### src/shared/cva_pkg.sv
// Purpose: shared constants and types for the vertical and address control block
// Assumes: 8-bit indexed i/o register access, character-clock enable pulses
// Notes:   every offset, field position and reset value is named here once
package cva_pkg;

  // i/o ports; the emulation-select input picks the mono or colour pair
  localparam logic [15:0] CVA_IDX_PORT_MONO   = 16'h03B4;
  localparam logic [15:0] CVA_DATA_PORT_MONO  = 16'h03B5;
  localparam logic [15:0] CVA_IDX_PORT_COLOR  = 16'h03D4;
  localparam logic [15:0] CVA_DATA_PORT_COLOR = 16'h03D5;

  // register indices behind the data port
  localparam logic [7:0] CVA_IDX_UNDERLINE = 8'h14;
  localparam logic [7:0] CVA_IDX_VBSTART   = 8'h15;
  localparam logic [7:0] CVA_IDX_VBEND     = 8'h16;
  localparam logic [7:0] CVA_IDX_MODE      = 8'h17;
  localparam logic [7:0] CVA_IDX_LCOMPARE  = 8'h18;

  // reset values
  localparam logic [7:0] CVA_RST_INDEX     = 8'h00;
  localparam logic [7:0] CVA_RST_UNDERLINE = 8'h00;
  localparam logic [7:0] CVA_RST_VBSTART   = 8'h00;
  localparam logic [7:0] CVA_RST_VBEND     = 8'h00;
  localparam logic [7:0] CVA_RST_MODE      = 8'h00;
  localparam logic [7:0] CVA_RST_LCOMPARE  = 8'h00;

  // writable-bit masks; reserved bits stay zero
  localparam logic [7:0] CVA_MASK_UNDERLINE = 8'h7F;
  localparam logic [7:0] CVA_MASK_VBSTART   = 8'hFF;
  localparam logic [7:0] CVA_MASK_VBEND     = 8'h7F;
  localparam logic [7:0] CVA_MASK_MODE      = 8'hEF;
  localparam logic [7:0] CVA_MASK_LCOMPARE  = 8'hFF;

  // field positions
  localparam int CVA_UL_ROW_MSB    = 4;
  localparam int CVA_UL_CNT4_BIT   = 5;
  localparam int CVA_UL_DWORD_BIT  = 6;
  localparam int CVA_VBE_MSB       = 6;
  localparam int CVA_MODE_COMPAT   = 0;
  localparam int CVA_MODE_ROWSEL   = 1;
  localparam int CVA_MODE_CNT2     = 3;
  localparam int CVA_MODE_WRAP     = 5;
  localparam int CVA_MODE_BYTE     = 6;
  localparam int CVA_MODE_RUN      = 7;

  // divided character clock phase that advances the address counter
  localparam logic [1:0] CVA_DIV4_LAST = 2'h3;

  // memory addressing mode
  typedef enum logic [2:0] {
    CVA_AM_BYTE  = 3'b001,
    CVA_AM_WORD  = 3'b010,
    CVA_AM_DWORD = 3'b100
  } cva_amode_t;

endpackage

### src/shared/cva_cfg_if.sv
// Purpose: carries the programmed register bytes from the register file to the core
// Assumes: one writer (register file), readers in the core
// Notes:   plain bytes; the core picks its fields by package positions
`timescale 1ns/1ns
interface cva_cfg_if;
  logic [7:0] ul;
  logic [7:0] vbs;
  logic [7:0] vbe;
  logic [7:0] mode;
  logic [7:0] lcmp;
  modport regs (output ul, output vbs, output vbe, output mode, output lcmp);
  modport core (input ul, input vbs, input vbe, input mode, input lcmp);
endinterface

### src/verilog/cva_addr_map.sv
// Purpose: maps the address counter to the display-memory address
// Assumes: inputs come from registers in the core and the display enable input, output is registered there
// Notes:   pure combinational; the row-scan substitution only acts while displaying
`timescale 1ns/1ns
module cva_addr_map (
  input  wire logic [15:0]         ma_i,
  input  wire logic [1:0]          row_i,
  input  wire logic                active_i,
  input  wire cva_pkg::cva_amode_t mode_i,
  input  wire logic                wrap_i,
  input  wire logic                compat_i,
  input  wire logic                rowsel_i,
  output logic      [15:0]         addr_o
);

  logic [15:0] rot;

  // rotation by mode, then row-scan bits replace bits 13 and 14
  always_comb begin
    unique case (mode_i)
      cva_pkg::CVA_AM_BYTE:  rot = ma_i;
      cva_pkg::CVA_AM_WORD:  rot = {ma_i[14:0], wrap_i ? ma_i[15] : ma_i[13]};
      cva_pkg::CVA_AM_DWORD: rot = {ma_i[13:0], ma_i[15:14]};
      default:               rot = ma_i;
    endcase
    addr_o = rot;
    // row bit 0 on bit 13 puts odd scan lines 8k bytes above the even ones
    if (active_i && !compat_i) begin
      addr_o[13] = row_i[0];
    end
    if (active_i && !rowsel_i) begin
      addr_o[14] = row_i[1];
    end
  end

endmodule

### src/verilog/cva_regs.sv
// Purpose: index and data port decode plus the five control registers
// Assumes: i/o strobes are one-cycle pulses synchronous to ref_clk_i
// Notes:   read data is registered and valid the cycle after io_rd_i
`timescale 1ns/1ns
module cva_regs (
  input  wire logic       ref_clk_i,
  input  wire logic       sys_rst_i,
  input  wire logic [15:0] io_addr_i,
  input  wire logic       io_wr_i,
  input  wire logic       io_rd_i,
  input  wire logic [7:0] io_wdata_i,
  input  wire logic       color_emul_i,
  output logic      [7:0] io_rdata_o,
  cva_cfg_if.regs         cfg
);

  typedef struct packed {
    logic [7:0] idx;
    logic [7:0] ul;
    logic [7:0] vbs;
    logic [7:0] vbe;
    logic [7:0] mode;
    logic [7:0] lcmp;
    logic [7:0] rdata;
  } cva_regs_st_t;

  cva_regs_st_t s_r;
  cva_regs_st_t s_nxt;
  logic         idx_hit;
  logic         data_hit;
  logic [7:0]   sel_val;

  ////////////////////////////////////////////////////////////////////////////
  // port decode follows the emulation select
  assign idx_hit  = io_addr_i == (color_emul_i ? cva_pkg::CVA_IDX_PORT_COLOR
                                               : cva_pkg::CVA_IDX_PORT_MONO);
  assign data_hit = io_addr_i == (color_emul_i ? cva_pkg::CVA_DATA_PORT_COLOR
                                               : cva_pkg::CVA_DATA_PORT_MONO);

  // indices outside this block read as zero, other registers live elsewhere
  always_comb begin
    unique case (s_r.idx)
      cva_pkg::CVA_IDX_UNDERLINE: sel_val = s_r.ul;
      cva_pkg::CVA_IDX_VBSTART:   sel_val = s_r.vbs;
      cva_pkg::CVA_IDX_VBEND:     sel_val = s_r.vbe;
      cva_pkg::CVA_IDX_MODE:      sel_val = s_r.mode;
      cva_pkg::CVA_IDX_LCOMPARE:  sel_val = s_r.lcmp;
      default:                    sel_val = 8'h00;
    endcase
  end

  // writes are masked so reserved bits never leave zero
  always_comb begin
    s_nxt = s_r;
    if (io_wr_i && idx_hit) begin
      s_nxt.idx = io_wdata_i;
    end
    if (io_wr_i && data_hit) begin
      unique case (s_r.idx)
        cva_pkg::CVA_IDX_UNDERLINE: s_nxt.ul   = io_wdata_i & cva_pkg::CVA_MASK_UNDERLINE;
        cva_pkg::CVA_IDX_VBSTART:   s_nxt.vbs  = io_wdata_i & cva_pkg::CVA_MASK_VBSTART;
        cva_pkg::CVA_IDX_VBEND:     s_nxt.vbe  = io_wdata_i & cva_pkg::CVA_MASK_VBEND;
        cva_pkg::CVA_IDX_MODE:      s_nxt.mode = io_wdata_i & cva_pkg::CVA_MASK_MODE;
        cva_pkg::CVA_IDX_LCOMPARE:  s_nxt.lcmp = io_wdata_i & cva_pkg::CVA_MASK_LCOMPARE;
        default:                    s_nxt.idx  = s_r.idx;
      endcase
    end
    if (io_rd_i) begin
      s_nxt.rdata = idx_hit ? s_r.idx : (data_hit ? sel_val : 8'h00);
    end
  end

  always_ff @(posedge ref_clk_i) begin
    if (sys_rst_i) begin
      s_r <= '{cva_pkg::CVA_RST_INDEX, cva_pkg::CVA_RST_UNDERLINE, cva_pkg::CVA_RST_VBSTART,
               cva_pkg::CVA_RST_VBEND, cva_pkg::CVA_RST_MODE, cva_pkg::CVA_RST_LCOMPARE, 8'h00};
    end else begin
      s_r <= s_nxt;
    end
  end

  assign io_rdata_o = s_r.rdata;
  assign cfg.ul     = s_r.ul;
  assign cfg.vbs    = s_r.vbs;
  assign cfg.vbe    = s_r.vbe;
  assign cfg.mode   = s_r.mode;
  assign cfg.lcmp   = s_r.lcmp;
endmodule

### src/verilog/cva_top.sv
// Purpose: vertical counters, blanking, split screen and memory address generation
// Assumes: horizontal timing outside supplies char clock and line end pulses and the display enable level
// Notes:   overflow bits and scan limit arrive as plain inputs from their own registers
`timescale 1ns/1ns

module cva_top (
  input  wire logic        ref_clk_i,
  input  wire logic        sys_rst_i,
  input  wire logic [15:0] io_addr_i,
  input  wire logic        io_wr_i,
  input  wire logic        io_rd_i,
  input  wire logic [7:0]  io_wdata_i,
  input  wire logic        color_emul_i,
  input  wire logic [1:0]  vbs_hi_i,
  input  wire logic [1:0]  lcmp_hi_i,
  input  wire logic [4:0]  max_scan_i,
  input  wire logic [9:0]  vtotal_i,
  input  wire logic [15:0] start_addr_i,
  input  wire logic [7:0]  line_offset_i,
  input  wire logic        char_clk_en_i,
  input  wire logic        line_end_i,
  input  wire logic        disp_en_i,
  input  wire logic        pan_compat_i,
  input  wire logic [3:0]  pan_i,
  output logic      [7:0]  io_rdata_o,
  output logic      [15:0] mem_addr_o,
  output logic             vblank_o,
  output logic             underline_o,
  output logic             split_o,
  output logic      [3:0]  pan_o,
  output logic      [9:0]  scan_line_o
);

  typedef struct packed {
    logic [9:0]  vcount;
    logic [4:0]  row;
    logic [15:0] line_base;
    logic [15:0] ma;
    logic [1:0]  div;
    logic        vblank;
    logic        split;
    logic        underline;
    logic [15:0] addr;
    logic [3:0]  pan;
  } cva_core_st_t;

  cva_core_st_t        s_r;
  cva_core_st_t        s_nxt;
  cva_cfg_if           cfg ();
  cva_pkg::cva_amode_t amode;
  logic [15:0]         addr_map;
  logic [9:0]          vbs_full;
  logic [9:0]          lcmp_full;
  logic [9:0]          vnext;
  logic [15:0]         line_step;
  logic                cnt4;
  logic                cnt2;
  logic                run;
  logic                ma_step;
  logic                frame_end;

  ////////////////////////////////////////////////////////////////////////////
  // register file
  cva_regs u_regs (
    .ref_clk_i    (ref_clk_i),
    .sys_rst_i    (sys_rst_i),
    .io_addr_i    (io_addr_i),
    .io_wr_i      (io_wr_i),
    .io_rd_i      (io_rd_i),
    .io_wdata_i   (io_wdata_i),
    .color_emul_i (color_emul_i),
    .io_rdata_o   (io_rdata_o),
    .cfg          (cfg)
  );

  ////////////////////////////////////////////////////////////////////////////
  // decoded fields
  assign vbs_full  = {vbs_hi_i, cfg.vbs};
  assign lcmp_full = {lcmp_hi_i, cfg.lcmp};
  assign cnt4      = cfg.ul[cva_pkg::CVA_UL_CNT4_BIT];
  assign cnt2      = cfg.mode[cva_pkg::CVA_MODE_CNT2];
  assign run       = cfg.mode[cva_pkg::CVA_MODE_RUN];
  assign frame_end = s_r.vcount == vtotal_i;
  assign vnext     = frame_end ? 10'h000 : s_r.vcount + 10'h001;
  // the counter counts characters, so a line step is twice the offset
  assign line_step = {7'h00, line_offset_i, 1'b0};

  // count-by-four wins over count-by-two; both clear means every clock
  always_comb begin
    if (cnt4) begin
      ma_step = s_r.div == cva_pkg::CVA_DIV4_LAST;
    end else if (cnt2) begin
      ma_step = s_r.div[0];
    end else begin
      ma_step = 1'b1;
    end
  end

  // double-word overrides the byte/word select
  always_comb begin
    if (cfg.ul[cva_pkg::CVA_UL_DWORD_BIT]) begin
      amode = cva_pkg::CVA_AM_DWORD;
    end else if (cfg.mode[cva_pkg::CVA_MODE_BYTE]) begin
      amode = cva_pkg::CVA_AM_BYTE;
    end else begin
      amode = cva_pkg::CVA_AM_WORD;
    end
  end

  cva_addr_map u_map (
    .ma_i     (s_r.ma),
    .row_i    (s_r.row[1:0]),
    .active_i (disp_en_i),
    .mode_i   (amode),
    .wrap_i   (cfg.mode[cva_pkg::CVA_MODE_WRAP]),
    .compat_i (cfg.mode[cva_pkg::CVA_MODE_COMPAT]),
    .rowsel_i (cfg.mode[cva_pkg::CVA_MODE_ROWSEL]),
    .addr_o   (addr_map)
  );

  ////////////////////////////////////////////////////////////////////////////
  // counter and blanking next state; with the run bit clear all counters hold at zero
  always_comb begin
    s_nxt = s_r;
    if (!run) begin
      s_nxt = '0;
    end else begin
      if (char_clk_en_i) begin
        s_nxt.div = s_r.div + 2'h1;
        if (ma_step && disp_en_i) begin
          s_nxt.ma = s_r.ma + 16'h0001;
        end
      end
      if (line_end_i) begin
        s_nxt.div    = 2'h0;
        s_nxt.vcount = vnext;
        if (frame_end) begin
          s_nxt.row       = 5'h00;
          s_nxt.line_base = start_addr_i;
          s_nxt.ma        = start_addr_i;
          s_nxt.split     = 1'b0;
        end else if (vnext == lcmp_full) begin
          // lower region ignores the start address, so it never scrolls
          s_nxt.row       = 5'h00;
          s_nxt.line_base = 16'h0000;
          s_nxt.ma        = 16'h0000;
          s_nxt.split     = 1'b1;
        end else if (s_r.row == max_scan_i) begin
          s_nxt.row       = 5'h00;
          s_nxt.line_base = s_r.line_base + line_step;
          s_nxt.ma        = s_r.line_base + line_step;
        end else begin
          s_nxt.row = s_r.row + 5'h01;
          s_nxt.ma  = s_r.line_base;
        end
        // start has priority if start and end land on one line
        if (vnext == vbs_full) begin
          s_nxt.vblank = 1'b1;
        end else if (vnext[cva_pkg::CVA_VBE_MSB:0] == cfg.vbe[cva_pkg::CVA_VBE_MSB:0]) begin
          s_nxt.vblank = 1'b0;
        end
      end
      s_nxt.underline = s_r.row == cfg.ul[cva_pkg::CVA_UL_ROW_MSB:0];
      s_nxt.addr      = addr_map;
      // with the compatibility setting the lower region is not panned
      s_nxt.pan       = (s_r.split && pan_compat_i) ? 4'h0 : pan_i;
    end
  end

  always_ff @(posedge ref_clk_i) begin
    if (sys_rst_i) begin
      s_r <= '0;
    end else begin
      s_r <= s_nxt;
    end
  end

  assign mem_addr_o  = s_r.addr;
  assign vblank_o    = s_r.vblank;
  assign underline_o = s_r.underline;
  assign split_o     = s_r.split;
  assign pan_o       = s_r.pan;
  assign scan_line_o = s_r.vcount;
endmodule
### config.mk
export PLATFORM = sky130hd
export DESIGN_NAME = cva_top
export DESIGN_NICKNAME = d
export VERILOG_FILES = /design/src/shared/cva_pkg.sv /design/src/shared/cva_cfg_if.sv /design/src/verilog/cva_addr_map.sv /design/src/verilog/cva_regs.sv /design/src/verilog/cva_top.sv
export SDC_FILE = /design/constraint.sdc
export NUM_CORES = 1
export LEC_CHECK = 0
export BUFFER_PORTS_ARGS = -buffer_cell sky130_fd_sc_hd__buf_2
export CAP_MARGIN = 20
export CORE_ASPECT_RATIO = 1.1
export CORE_UTILIZATION = 26
export CTS_CLUSTER_DIAMETER = 30
export DETAILED_ROUTE_END_ITERATION = 10
export GPL_ROUTABILITY_DRIVEN = 0
export GPL_TIMING_DRIVEN = 1
export PLACE_DENSITY = 0.54
export SLEW_MARGIN = 20
export SYNTH_ARGS = -nofsm -noshare
export SYNTH_HDL_FRONTEND = slang
export SYNTH_HIERARCHICAL = 1
export SYNTH_SLANG_ARGS = --single-unit
### constraint.sdc
create_clock -name ref_clk_i -period 9.2 [get_ports ref_clk_i]
set_clock_uncertainty 0.05 [all_clocks]
set_input_delay 2.76 -clock ref_clk_i [delete_from_list [all_inputs] [get_ports ref_clk_i]]
set_output_delay 2.76 -clock ref_clk_i [all_outputs]
set_load 0.02 [all_outputs]
==> impl_results.md <==
- Area delta synth->final: 11.4%
- Crit path capture: s_r[39]
- RSZ-0062 raised after global routing: no
- R2R depth: 9
- Clk sinks: 125
- Share of layout cells above drive strength 1: 0.217
- Reg2reg start: scan_line_o[0]
- H-tree levels: 4
- Worst slew pin tran: 0.935 ns
- Status: completed
- Syn avg cell area: between 8 and 9 um2
- Critical Path Start Type: input port
- Max-slew violations: 0
- Post-CTS Setup Bufs: 0
- Max stage delay cell, worst path: nand4_1
- Site row count: 67
- Vias in the first global route: approximately 6.2k
- CTS tree: done
- Cell Area, Synth: 0.00821 mm2
- Port Buffers: 120
- First-pass detailed-route iteration total: 7
- Gr usage total: 0.142
- Core area: between 0.03 and 0.04 mm2
- CP startpoint: vtotal_i[8]
- Via count: approximately 6.7k
- Period Utilization, post-route: 0.586
- Normalized max-slew margin: 0.376
- Hold crit path type: register to register
- Die X: 171 um
- Post-route setup TNS: 0 ns
- CP cell instances: buf_2 -> xor2_1 -> nor4_2 -> nand4_1 -> a211o_1 -> a32oi_2 -> o211ai_2 -> nand2_2 -> o221ai_1
- Die area: approximately 0.032 mm2
- TritonCTS buffer count: 17
- Drt initial violations: about 560
- Fin crit period: 5.39 ns
- Post-route ant nets: 0
- Buffer depth of the longest clock path: 2
- Worst reg2reg setup slack: 5.46 ns
- Largest net degree at the start of global routing: 60
- Overall routed net length: 22700 um
- Max IR drop VDD: between 100 and 150 uV
- Die H: roughly 190 um
- Syn Inst Count: approximately 940
- CTS root buf: clkbuf_16
- Clk_lat worst skew: approximately 0.43 ns
- Power Dens Cells: between 100 and 150 mW/mm2
- Initial core utilization: 0.267
- Synth warn: 6
- Max Fclk: roughly 190 MHz
- Global-route wire length before repair: 35300 um
- Post-DP HPWL: about 17000 um
- Data arrival time of the critical path: between 5 and 6 ns
- Reg2reg end: s_r[39]
- Post-route DRC: 0
- Nets: 1053
- Antenna violations before repair: 2
- Syn nets: between 1k and 1.5k
- I/O Pins: approximately 120
- CTS Hold Bufs: 0
- Setup CP Type: input port to register
- Most frequent cells in the layout: dfxtp_1, buf_2, nand2_1, nand2b_1, mux2i_1
- WP data required: about 9.4 ns
- Final Hold Fails: 0
- Avg WL per Cell: about 16 um
- Grt ovf: 0
- Hold WS: ~0.40 ns
- Clk slew on worst S/H paths: around 0.06 ns
- Critical path fanouts, max: 24
- Peak per-stage delay on the critical path: between 0.7 and 0.8 ns
- Vias per cell: 4.84
- Most common cell after layout, fill and taps aside: dfxtp_1
- Total of max-cap violations: 0
- Setup crit end kind: register
- Static leakage: 3.65 nW
- Final setup vio count: 0
- Post-CTS sizing: 0
-- report_power, final --
part	internal, mW	switching, mW	total, mW
clock	0.364	0.273	0.637
sequential	0.541	0.000111	0.542
combinational	0.0259	0.0289	0.0548
total	0.932	0.302	1.23
-- state kept, by name, indices dropped and copies added, names as in the netlist, 8 cells and up --
| signal | flops |
|---|---|
| s_r | 39 |
| u_regs/cfg.lcmp | 8 |
| u_regs/io_rdata_o | 8 |
| mem_addr_o | 16 |
| u_regs/cfg.vbs | 8 |
| u_regs/s_r | 8 |
| scan_line_o | 10 |
-- stage by stage --
stage               std cells  setup slack (ns)  cell area [um2]  total power [mW]  utilization
floorplan                 936              4.33             8210             0.581            -
global placement         1355              3.40             8580             0.608        0.279
detailed placement       1355              3.34             8580             0.608        0.279
CTS                      1387              3.80             9140              1.25        0.297
global route             1387              3.62             9140              1.28        0.297
finish                   1389              3.81             9150              1.23        0.297
-- layer usage --
metal | track usage | up-vias | wire (um)
met5 | 0 | - | 0
met4 | 0.0357 | 0 | 226
met3 | 0.0292 | 18 | 1170
met2 | 0.226 | 191 | 10300
met1 | 0.192 | 3146 | 11000
li1 | - | 3367 | -
-- how the worst min path moves through the flow --
stage / from / to / slack (ns) / cells past startpoint
6_report: u_regs/io_rdata_o[1] / u_regs/io_rdata_o[1] / 0.40 / 2
5_1_grt: u_regs/io_rdata_o[1] / u_regs/io_rdata_o[1] / 0.43 / 2
4_1_cts: u_regs/io_rdata_o[1] / u_regs/io_rdata_o[1] / 0.41 / 2
3_5_place_dp: u_regs/io_rdata_o[6] / u_regs/io_rdata_o[6] / 0.39 / 2
3_3_place_gp: u_regs/io_rdata_o[1] / u_regs/io_rdata_o[1] / 0.39 / 2
2_1_floorplan: u_regs/io_rdata_o[0] / u_regs/io_rdata_o[0] / 0.38 / 2
-- area by class of cell --
class	count	area, um2
clock buffer	19	453
fill	3317	21600
tap	414	518
multi-input combinational	676	4860
antenna	2	5.00
sequential	125	2500
timing repair buffer	127	653
clock inverter	13	108
inverter	13	48.8
-- critical path: cells and delay by family --
| kind | cells | cell delay, ns |
|---|---|---|
| AO/OA/AOI/OAI | 4 | 1.15 |
| XOR/XNOR | 1 | 0.14 |
| AND/OR/NAND/NOR | 3 | 1.45 |
| buffers and inverters | 1 | 0.10 |
No activity file was read; power rests on OpenSTA's default activity.
